`src/core/otc_cfg.svh`:
```
// Constants for the one-time-programmable trim control block.
`ifndef OTC_CFG_SVH
`define OTC_CFG_SVH
`define OTC_ADDR            6'h3E
`define OTC_PFX_WR          2'h0
`define OTC_PFX_RD          2'h1
`define OTC_OP_NONE         3'h0
`define OTC_OP_STD_READ     3'h1
`define OTC_OP_MARGIN       3'h2
`define OTC_OP_BLANK        3'h3
`define OTC_OP_BURN         3'h4
`define OTC_OP_END_TRIM     3'h7
`define OTC_OP_HI           23
`define OTC_OP_LO           21
`define OTC_DATA_HI         20
`define OTC_DATA_LO         13
`define OTC_FLAG_POS        12
`define OTC_RESET_TRIM      8'h01
`define OTC_CLK_MHZ         25
`define OTC_BURN_BASE_NS    2850
`define OTC_BURN_BIT_US     401
`define OTC_EOT_BURN_US     404
`define OTC_BURN_BASE_CYC   ((`OTC_BURN_BASE_NS * `OTC_CLK_MHZ + 999) / 1000)
`define OTC_BURN_BIT_CYC    (`OTC_BURN_BIT_US * `OTC_CLK_MHZ)
`define OTC_EOT_BURN_CYC    (`OTC_EOT_BURN_US * `OTC_CLK_MHZ)
`endif

```
`src/core/otc_pkg.sv`:
```
// Types for the one-time-programmable trim control block.
package otc_pkg;
  typedef enum logic [1:0] {
    OTC_IDLE = 2'b00,
    OTC_BURN = 2'b01,
    OTC_READ = 2'b10
  } otc_state_t;

  typedef struct packed {
    logic [1:0] current_range;
    logic [1:0] peak_code;
    logic [1:0] offtime_code;
    logic [1:0] spare;
  } otc_trim_word_t;

  typedef struct packed {
    logic [7:0] cells;
    logic       finished;
  } otc_fuse_t;
endpackage

```
`src/core/otc_trim_ctrl.sv`:
```
// Trim register, frame decode and antifuse sequencing over a serial port.
//
// How it works
// - Every 24-bit frame has an odd parity bit at bit 0.
// - Register write accepted only with opcode 100 and finished flag clear.
// - Opcode bits 23-21: 011 blank check, 010 margin, 001 standard read.
// - Opcode 100 burns the data bits selected in that frame.
// - Opcode 111 burns the end-of-trim fuse, marking trimming finished.
// - A read gives 0 for unwritten cells and 1 for written cells.
// - Blank check loads eight results into register bits 20 to 13.
// - Word burn lasts 2.85 us plus 401 us per selected bit.
// - End-of-trim burn lasts about 404 us.
// - Opcode 010 compares fuses against a lower resistance threshold.
// - Peak code maps 00,01,10,11 to 100000,000000,110001,111111.
`timescale 1ns/1ps
`include "otc_cfg.svh"
module otc_trim_ctrl (
  // Clock, enable and reset.
  input  wire logic                 mclk,
  input  wire logic                 clk_en,
  input  wire logic                 rst,
  // Serial port pins.
  input  wire logic                 spi_csn_n,
  input  wire logic                 spi_sck,
  input  wire logic                 spi_sdi,
  output logic                      spi_sdo,
  output logic                      spi_sdo_oe,
  // Antifuse array: cell levels as compared at each threshold.
  input  wire otc_pkg::otc_fuse_t   fuse_std,
  input  wire otc_pkg::otc_fuse_t   fuse_hi,
  input  wire otc_pkg::otc_fuse_t   fuse_lo,
  output otc_pkg::otc_fuse_t        burn_sel,
  output logic                      burn_active,
  // Trimmed defaults toward the buck logic.
  output otc_pkg::otc_trim_word_t   trim_defaults,
  output logic [5:0]                peak_setting_init,
  output logic                      trim_finished_flag
);
  import otc_pkg::*;

  localparam logic [19:0] BASE_CYC = 20'(`OTC_BURN_BASE_CYC);
  localparam logic [19:0] BIT_CYC  = 20'(`OTC_BURN_BIT_CYC);
  localparam logic [19:0] EOT_CYC  = 20'(`OTC_EOT_BURN_CYC);

  // ----------------------------------------------------------------
  // Pin synchronisers and edge detection
  // ----------------------------------------------------------------
  logic [1:0] csn_s, sck_s, sdi_s;
  logic       sck_d;
  always_ff @(posedge mclk) begin
    if (rst) begin
      csn_s <= 2'b11;
      sck_s <= 2'b00;
      sdi_s <= 2'b00;
      sck_d <= 1'b0;
    end else if (clk_en) begin
      csn_s <= {csn_s[0], spi_csn_n};
      sck_s <= {sck_s[0], spi_sck};
      sdi_s <= {sdi_s[0], spi_sdi};
      sck_d <= sck_s[1];
    end
  end
  wire sck_rise = sck_s[1] & ~sck_d;
  wire sck_fall = ~sck_s[1] & sck_d;
  wire sel      = ~csn_s[1];

  // ----------------------------------------------------------------
  // Frame shifter
  // ----------------------------------------------------------------
  logic [23:0] rx_reg, tx_reg;
  logic [4:0]  cnt_reg;
  logic        sel_d;
  wire         frame_end = sel_d & ~sel & (cnt_reg == 5'd24);
  wire         par_ok    = ^rx_reg;
  wire         is_wr     = rx_reg[23:22] == `OTC_PFX_WR;
  wire         addr_ok   = rx_reg[21:16] == `OTC_ADDR;
  wire         frame_ok  = frame_end & par_ok & addr_ok;
  wire [2:0]   wr_op     = rx_reg[15:13];
  wire [7:0]   wr_data   = rx_reg[12:5];

  // State and register declarations.
  otc_state_t  state_reg;
  logic [7:0]  ct_data_reg;
  logic [2:0]  ct_op_reg;
  logic [19:0] tmr_reg;
  logic        burn_eot_reg;
  logic [7:0]  burn_word_reg;

  // Odd parity on an outgoing frame body.
  function automatic logic [23:0] otc_frame(input logic [22:0] body);
    otc_frame = {body, ~^body};
  endfunction

  wire [23:0] read_frame = otc_frame({ct_op_reg, ct_data_reg,
                                      trim_finished_flag, 11'h000});

  always_ff @(posedge mclk) begin
    if (rst) begin
      rx_reg  <= 24'h00_0000;
      tx_reg  <= 24'h00_0000;
      cnt_reg <= 5'd0;
      sel_d   <= 1'b0;
      spi_sdo <= 1'b0;
    end else if (clk_en) begin
      sel_d <= sel;
      if (sel & ~sel_d) begin
        cnt_reg <= 5'd0;
        tx_reg  <= read_frame;
        spi_sdo <= read_frame[23];
      end else if (sel & sck_rise & (cnt_reg != 5'd24)) begin
        rx_reg  <= {rx_reg[22:0], sdi_s[1]};
        cnt_reg <= cnt_reg + 5'd1;
      end else if (sel & sck_fall) begin
        tx_reg  <= {tx_reg[22:0], 1'b0};
        spi_sdo <= tx_reg[22];
      end
    end
  end
  assign spi_sdo_oe = sel;

  // ----------------------------------------------------------------
  // Opcode execution and burn timing
  // ----------------------------------------------------------------
  // A write frame body is prefix, address, opcode, then data bits.
  wire wr_frame  = frame_ok & is_wr & (state_reg == OTC_IDLE);
  wire burn_go   = wr_frame & (wr_op == `OTC_OP_BURN)
                   & ~trim_finished_flag;
  wire eot_go    = wr_frame & (wr_op == `OTC_OP_END_TRIM)
                   & ~trim_finished_flag;
  wire read_go   = wr_frame & ((wr_op == `OTC_OP_BLANK)
                   | (wr_op == `OTC_OP_MARGIN)
                   | (wr_op == `OTC_OP_STD_READ));

  logic [3:0] nbits;
  always_comb begin
    nbits = 4'd0;
    for (int i = 0; i < 8; i++) nbits = nbits + {3'd0, wr_data[i]};
  end
  wire [19:0] burn_cyc = 20'(BASE_CYC + BIT_CYC * nbits);

  // Pick the compare threshold for the read opcode.
  wire [7:0] read_sel = (ct_op_reg == `OTC_OP_BLANK)  ? fuse_hi.cells :
                        (ct_op_reg == `OTC_OP_MARGIN) ? fuse_lo.cells :
                        fuse_std.cells;

  always_ff @(posedge mclk) begin
    if (rst) begin
      state_reg     <= OTC_IDLE;
      ct_data_reg   <= 8'h00;
      ct_op_reg     <= `OTC_OP_NONE;
      tmr_reg       <= 20'd0;
      burn_eot_reg  <= 1'b0;
      burn_word_reg <= 8'h00;
    end else if (clk_en) begin
      unique case (state_reg)
        OTC_IDLE: begin
          if (burn_go) begin
            ct_op_reg     <= wr_op;
            ct_data_reg   <= wr_data;
            burn_word_reg <= wr_data;
            burn_eot_reg  <= 1'b0;
            tmr_reg       <= burn_cyc;
            state_reg     <= OTC_BURN;
          end else if (eot_go) begin
            ct_op_reg    <= wr_op;
            burn_eot_reg <= 1'b1;
            tmr_reg      <= EOT_CYC;
            state_reg    <= OTC_BURN;
          end else if (read_go) begin
            ct_op_reg <= wr_op;
            state_reg <= OTC_READ;
          end
        end
        OTC_BURN: begin
          if (tmr_reg <= 20'd1) state_reg <= OTC_IDLE;
          else tmr_reg <= tmr_reg - 20'd1;
        end
        OTC_READ: begin
          ct_data_reg <= read_sel;
          state_reg   <= OTC_IDLE;
        end
        default: state_reg <= OTC_IDLE;
      endcase
    end
  end

  // ----------------------------------------------------------------
  // Outputs toward the array and the buck defaults
  // ----------------------------------------------------------------
  assign burn_active = state_reg == OTC_BURN;
  assign burn_sel.cells    = burn_active & ~burn_eot_reg ? burn_word_reg
                                                         : 8'h00;
  assign burn_sel.finished = burn_active & burn_eot_reg;

  // Trimmed defaults follow the standard-threshold fuse content.
  always_ff @(posedge mclk) begin
    if (rst) begin
      trim_defaults      <= otc_trim_word_t'(`OTC_RESET_TRIM);
      trim_finished_flag <= 1'b0;
    end else if (clk_en) begin
      trim_defaults      <= otc_trim_word_t'(fuse_std.cells);
      trim_finished_flag <= fuse_std.finished;
    end
  end

  always_comb begin
    unique case (trim_defaults.peak_code)
      2'b00: peak_setting_init = 6'h20;
      2'b01: peak_setting_init = 6'h00;
      2'b10: peak_setting_init = 6'h31;
      2'b11: peak_setting_init = 6'h3F;
    endcase
  end
endmodule // otc_trim_ctrl

```
`config.mk`:
```
export PLATFORM = sky130hd
export DESIGN_NAME = otc_trim_ctrl
export DESIGN_NICKNAME = d
export VERILOG_FILES = /design/src/core/otc_pkg.sv /design/src/core/otc_trim_ctrl.sv
export VERILOG_INCLUDE_DIRS = /design/src /design/src/core
export SDC_FILE = /design/constraint.sdc
export NUM_CORES = 1
export LEC_CHECK = 0
export BUFFER_PORTS_ARGS = -buffer_cell sky130_fd_sc_hd__buf_2
export CORE_MARGIN = 2
export CORE_UTILIZATION = 40
export DETAILED_ROUTE_END_ITERATION = 8
export PLACE_DENSITY_LB_ADDON = 0.12
export SYNTH_ARGS = -nofsm -noshare
export SYNTH_HDL_FRONTEND = slang
export SYNTH_SLANG_ARGS = --single-unit
```
`constraint.sdc`:
```
create_clock -name mclk -period 12.4 [get_ports mclk]
set_clock_uncertainty 0.2 [all_clocks]
set_input_delay 1.24 -clock mclk [delete_from_list [all_inputs] [get_ports mclk]]
set_output_delay 1.24 -clock mclk [all_outputs]
set_load 0.1 [all_outputs]
```
==> results of run 1 <==
[worst max-delay path, delay by kind of cell, from the launching register on]
kind                     cells  cell delay, ns
adder cells (fa/ha/maj)     10            3.55
XOR/XNOR                     1            0.59
buffers and inverters        5            0.46
flip-flops                   1            0.45
AO/OA/AOI/OAI                5            1.14
AND/OR/NAND/NOR              1            0.33
[metal layers]
metal  part of all wire [%]  wire (um)
met1                     45       7620
met4                    2.7        449
met2                     48       8110
met5                      0          0
met3                    3.4        571
[where the power goes]
group / leakage, nW / switching (mW) / internal [mW] / total (mW)
Clock: 0.155 / 0.148 / 0.161 / 0.309
Sequential: 0.906 / 0.00368 / 0.364 / 0.368
Combinational: 2.04 / 0.0416 / 0.0125 / 0.0540
[placed cells by master (no fill, tap or decap), types with 7 or more instances in the layout]
cell type / count
dfxtp_1: 112
o2111a_1: 8
nand3_1: 26
o21ai_0: 30
nor3_1: 16
a21oi_1: 71
xnor2_1: 28
a211oi_1: 9
mux2i_1: 27
nand2b_1: 11
a22oi_1: 10
a311oi_1: 12
xor2_1: 9
clkbuf_16: 9
buf_2: 56
nand2_1: 122
o211ai_1: 7
o21ai_1: 7
and3_1: 9
nor2_1: 73
nor2b_1: 7
ha_1: 49
inv_1: 35
[cell usage after synthesis, types with 11 or more instances]
cell | number | area share [%]
xnor2_1 | 28 | 3.7
ha_1 | 49 | 9.2
nand3_1 | 26 | 2.0
inv_1 | 35 | 2.0
mux2i_1 | 27 | 4.1
dfxtp_1 | 112 | 34
a311oi_1 | 12 | 1.6
nand2_1 | 122 | 6.9
nor3_1 | 17 | 1.3
clkbuf_1 | 41 | 2.3
nor2_1 | 73 | 4.1
nand2b_1 | 11 | 1.0
o21ai_0 | 30 | 2.3
a21oi_1 | 72 | 5.4
[cell type report]
cell class	instances	area, um2
inverters	37	139
well taps	220	275
repair buffers	59	303
multi-input cells	615	4030
fillers	1599	9100
flip-flops and latches	112	2240
clock inverters	7	88.8
clock buffers	9	225
[path summary, 6_finish.rpt]
check,start,end,slack [ns],cells after the start
max reg2reg,rx_reg[5],tmr_reg[15],5.54,22
min,tx_reg[2],tx_reg[2],0.25,2
max,rx_reg[5],tmr_reg[15],5.54,22
min reg2reg,tx_reg[2],tx_reg[2],0.25,2
[kinds of logic after synthesis]
logic type / share of synthesized area [%]
xor+xnor: 5.89
compound gates: 20.1
fa+ha+maj: 10.4
flops: 33.7
mux: 4.07
simple gates: 20.1
buf+inv: 5.67
==> impl_metrics.env, run 1 <==
export IMPL_viasPerCell=5.45
export IMPL_syn_inst=817
export IMPL_synth_enable_flop_cells=0
export IMPL_slowest_delay_ns=0.59
export IMPL_path_class="reg -> reg"
export IMPL_wl_per_cell_um=15.8
export IMPL_pre_cts_ws_ns=5.53
export IMPL_vias=5773
export IMPL_dpl_hpwl_um=11800
export IMPL_hold_class="reg -> reg"
export IMPL_fin_area_um2=7310
export IMPL_synth_ff_type="dfxtp_1"
export IMPL_start_kind="flop"
export IMPL_dr_first_iter_drc_count=431
export IMPL_ctsRootBufferMaster="clkbuf_16"
export IMPL_wl_um=16700
export IMPL_htreeDepth=3
export IMPL_max_cap_violations=0
export IMPL_met1_usage_pct=23.8
export IMPL_p_total_uw=731
export IMPL_cts_buffers=9
export IMPL_final_cells=1059
export IMPL_die_area_um2=17700
export IMPL_synth_seq_area_share_pct=33.7
export IMPL_synthArstFlopShare_pct=0
export IMPL_worst_pin_slew_ns=1.07
export IMPL_clk_path_buf_depth=2
export IMPL_clock_sinks=112
export IMPL_port_buffers=57
export IMPL_yosys_warnings=0
export IMPL_outcome="finished, final reports clean"
export IMPL_power_density_nw_per_um2=100
export IMPL_setup_viol=0
export IMPL_max_slew_margin_pct=28.4
export IMPL_cts_tree="done"
export IMPL_diodes=0
export IMPL_drive_gt1_share_pct=11.4
export IMPL_crit_top_cell="ha_1"
export IMPL_largest_reg_flops=24
export IMPL_grt_pass1_wl_um=27000
export IMPL_drt_antenna_violating_nets=0
export IMPL_ios=60
export IMPL_met3_usage_pct=3.64
export IMPL_timing_final_hold_violations=0
export IMPL_areaGrowthSynthToFinish_pct=9.98
export IMPL_synth_seq_cells=112
export IMPL_clock_latency_ns=0.36
export IMPL_firstDrtPassIters=5
export IMPL_chipWidth_um=133
export IMPL_start_util_pct=40.5
export IMPL_post_route_period_util_pct=55.3
export IMPL_grt_overflow_total=0
export IMPL_tns_ns=0
export IMPL_hold_buffers=0
export IMPL_grt_max_degree=100
export IMPL_utilization_pct=44.5
export IMPL_grtUsageTotal_pct=18.9
export IMPL_cp_max_fo=6
export IMPL_layout_setup_ws_ns=5.54
export IMPL_route_detailed_drc=0
export IMPL_p_leak_nw=3.10
export IMPL_synthesis_nets=903
export IMPL_nets=920
export IMPL_post_cts_buffers=0
export IMPL_path_cells="inv_1, fa_1, fa_1, fa_1, inv_1, ha_1, inv_1, fa_1, xnor2_1, inv_1, ha_1, inv_1, ha_1, ha_1, ha_1, ha_1, a21boi_0, o311ai_0, a21boi_0, or3_1, a32oi_1, a21oi_1"
export IMPL_crit_path_end_kind="flop"
export IMPL_max_vdd_ir_drop_uv=65.9
export IMPL_grt_pass1_vias=5477
export IMPL_gp_congestion=0.809
export IMPL_post_route_min_period_ns=6.86
export IMPL_gr_usage_met2_pct=32.3
export IMPL_antenna_found_initial=0
export IMPL_crit_slowest_cell="xnor2_1"
export IMPL_die_y_um=133
export IMPL_num_rows=47
export IMPL_grt_busiest_layer="met2"
export IMPL_timing_hold_ws_ns=0.255
export IMPL_clk_pin_slew_ns=0.08
export IMPL_place_inst=1043
export IMPL_synth_cell_types=67
export IMPL_final_max_slew_viol_count=0
export IMPL_syn_area_um2=6640
export IMPL_dpl_cell_area_um2=6990
export IMPL_crit_arrival_ns=6.86
export IMPL_cp_required_ns=12.40
export IMPL_core_area_um2=16400
export IMPL_avgSynthCellArea_um2=8.13
export IMPL_ctsResizeCount=0
export IMPL_fmax_ghz=0.146
export IMPL_rsz0062_at_grt="false"
Note: power is estimated with default switching activity, not from simulation.
==> run 2: changes to the inputs <==
Settings changed: ABC_AREA set to 1.
Clock period 12.4 ns to 7.19 ns, I/O delays scaled along.
==> run 2 against run 1 <==
  * First-iteration DRC count fell by 20%
  * Clock-buffer cell count did not move
  * Design area rose by 7.4%
  * Via count rose by 14%
  * Register-to-register slack got worse by 4.4 ns
  * Non-clock buffer count rose by 6
  * Clock power rose by 66%
  * Cell count rose by 25%
  * Utilization rose by 0.53 points
  * Critical path depth rose by 7
  * Worst hold slack improved by 0.0018 ns
  * Sequential power rose by 85%
  * Largest cell class unchanged
  * Highest routed layer unchanged
==> impl_metrics.env, run 2 <==
export IMPL_dpl_hpwl_um=12800
export IMPL_route_detailed_drc=0
export IMPL_p_leak_nw=3.70
export IMPL_timing_hold_ws_ns=0.256
export IMPL_wl_met3_um=502
export IMPL_htreeDepth=3
export IMPL_slowest_delay_ns=0.56
export IMPL_tns_ns=0
export IMPL_grt_pass1_wl_um=29000
export IMPL_dpl_cell_area_um2=7550
export IMPL_p_total_mw=1.64
export IMPL_nets=1176
export IMPL_crit_path_end_kind="flop"
export IMPL_clock_latency_ns=0.36
export IMPL_wl_per_cell_um=13.3
export IMPL_gp_congestion=0.848
export IMPL_synth_top_area_cell="dfxtp_1"
export IMPL_post_route_period_util_pct=84.6
export IMPL_areaGrowthSynthToFinish_pct=9.48
export IMPL_port_buffers=57
export IMPL_viasPerCell=4.97
export IMPL_synth_seq_cells=112
export IMPL_utilization_pct=45.1
export IMPL_antenna_found_initial=0
export IMPL_netlist_top_cells_count="nand2_1, nor2_1, dfxtp_1, inv_1, a21oi_1"
export IMPL_layout_setup_ws_ns=1.11
export IMPL_cts_buffers=9
export IMPL_cp_endpoint="tmr_reg[15]"
export IMPL_ff2ff_path_depth=29
export IMPL_synth_cell_types=45
export IMPL_chipWidth_um=138
export IMPL_start_util_pct=41.2
export IMPL_max_cap_violations=0
export IMPL_syn_area_um2=7170
export IMPL_num_rows=48
export IMPL_grt_overflow_total=0
export IMPL_worst_pin_slew_ns=1.06
export IMPL_crit_slowest_cell="fa_1"
export IMPL_max_slew_margin_pct=29.3
export IMPL_vias=6562
export IMPL_start_kind="flop"
export IMPL_ctsRootBufferMaster="clkbuf_16"
export IMPL_hold_depth=2
export IMPL_crit_arrival_ns=6.17
export IMPL_place_inst=1304
export IMPL_timing_final_hold_violations=0
export IMPL_grtUsageTotal_pct=19.1
export IMPL_pre_cts_ws_ns=1.11
export IMPL_power_density_nw_per_um2=209
export IMPL_max_vdd_ir_drop_uv=148
export IMPL_fillers=1876
export IMPL_syn_inst=1058
export IMPL_largest_reg_flops=24
export IMPL_firstDrtPassIters=5
export IMPL_r2r_start="rx_reg[5]"
export IMPL_top_layer="met4"
export IMPL_grt_max_degree=88
export IMPL_cp_max_fo=7
export IMPL_grt_pass1_vias=5940
export IMPL_setup_viol=0
export IMPL_ios=60
export IMPL_dr_wl_met2_um=7910
export IMPL_final_common_cell="nand2_1"
export IMPL_synth_seq_area_share_pct=31.3
export IMPL_rrSetupSlack_ns=1.11
export IMPL_cts_tree="done"
export IMPL_clk_path_buf_depth=2
export IMPL_ctsResizeCount=0
export IMPL_core_area_um2=17400
export IMPL_rsz0062_at_grt="false"
export IMPL_clk_pin_slew_ns=0.08
export IMPL_post_cts_buffers=0
export IMPL_fin_area_um2=7850
export IMPL_outcome="finished, final reports clean"
export IMPL_hold_class="reg -> reg"
export IMPL_layout_common_cells="nand2_1, nor2_1, dfxtp_1"
export IMPL_register_area_um2=2240
export IMPL_clock_sinks=112
export IMPL_yosysMostFrequentCell="nand2_1"
export IMPL_startpoint="rx_reg[5]"
export IMPL_synthTopCellsByArea="dfxtp_1, nand2_1, ha_1, nor2_1, inv_1"
export IMPL_die_y_um=138
export IMPL_fmax_ghz=0.164
export IMPL_multiInputGateArea_um2=4240
export IMPL_rr_endpoint="tmr_reg[15]"
export IMPL_crit_top_cell="ha_1"
export IMPL_drive_gt1_share_pct=11.8
export IMPL_wl_met1_um=8860
export IMPL_drt_antenna_violating_nets=0
export IMPL_path_class="reg -> reg"
export IMPL_synthesis_nets=1144
export IMPL_synth_top_area_share_pct=31.3
export IMPL_avgSynthCellArea_um2=6.78
export IMPL_synth_enable_flop_cells=0
export IMPL_wl_um=17500
export IMPL_cp_required_ns=7.28
export IMPL_yosys_warnings=0
export IMPL_diodes=0
export IMPL_post_route_min_period_ns=6.08
export IMPL_final_max_slew_viol_count=0
export IMPL_synth_ff_type="dfxtp_1"
export IMPL_die_area_um2=19000
export IMPL_hold_buffers=0
export IMPL_final_cells=1319
export IMPL_dr_first_iter_drc_count=344
export IMPL_synthArstFlopShare_pct=0
[run 2: report_power, final]
group	switching, mW	internal [mW]	leakage (nW)
Combinational	0.314	0.137	2.64
Sequential	0.0307	0.651	0.909
Clock	0.241	0.271	0.146
Total	0.585	1.06	3.70
[run 2: metal layers]
| metal | GRT usage [%] | vias to the layer above |
|---|---|---|
| met5 | 0 | - |
| met4 | 5.22 | 0 |
| met3 | 3.14 | 14 |
| met2 | 31.0 | 95 |
| met1 | 26.3 | 2931 |
| li1 | - | 3522 |
[run 2: worst min-delay path by stage]
stage | startpoint | end | slack [ns]
detailed placement | trim_defaults[0] | trim_defaults[0] | 0.24
floorplan | csn_s[0] | csn_s[0] | 0.23
global route | burn_word_reg[4] | burn_word_reg[4] | 0.28
CTS | burn_word_reg[5] | burn_word_reg[5] | 0.26
global placement | trim_defaults[0] | trim_defaults[0] | 0.24
finish | burn_word_reg[5] | burn_word_reg[5] | 0.26
[run 2: critical path, delay by kind of cell (launching register included)]
family                   cells  cell delay (ns)
adder cells (fa/ha/maj)     10             3.33
AND/OR/NAND/NOR             10             1.09
buffers and inverters        7             0.58
flip-flops                   1             0.49
AO/OA/AOI/OAI                1             0.20
XOR/XNOR                     1             0.14
[run 2: cell families after synthesis]
logic type                 after synthesis  share of synthesized area (%)
and+or+nand+nor                        495                           30.0
AOI/OAI and AO/OA                      209                           16.2
buffers and inverters                  163                           9.76
DFF                                    112                           31.3
adders and majority gates               53                           9.67
xor gates and xnor gates                26                           3.18
[run 2: layout make-up]
cell class	instances	area share [%]
Timing Repair Buffer	65	4.40
Tap cell	225	3.59
Inverter	119	5.69
Clock inverter	6	0.893
Clock buffer	9	2.87
Sequential cell	112	28.6
Multi-Input combinational cell	783	54.0
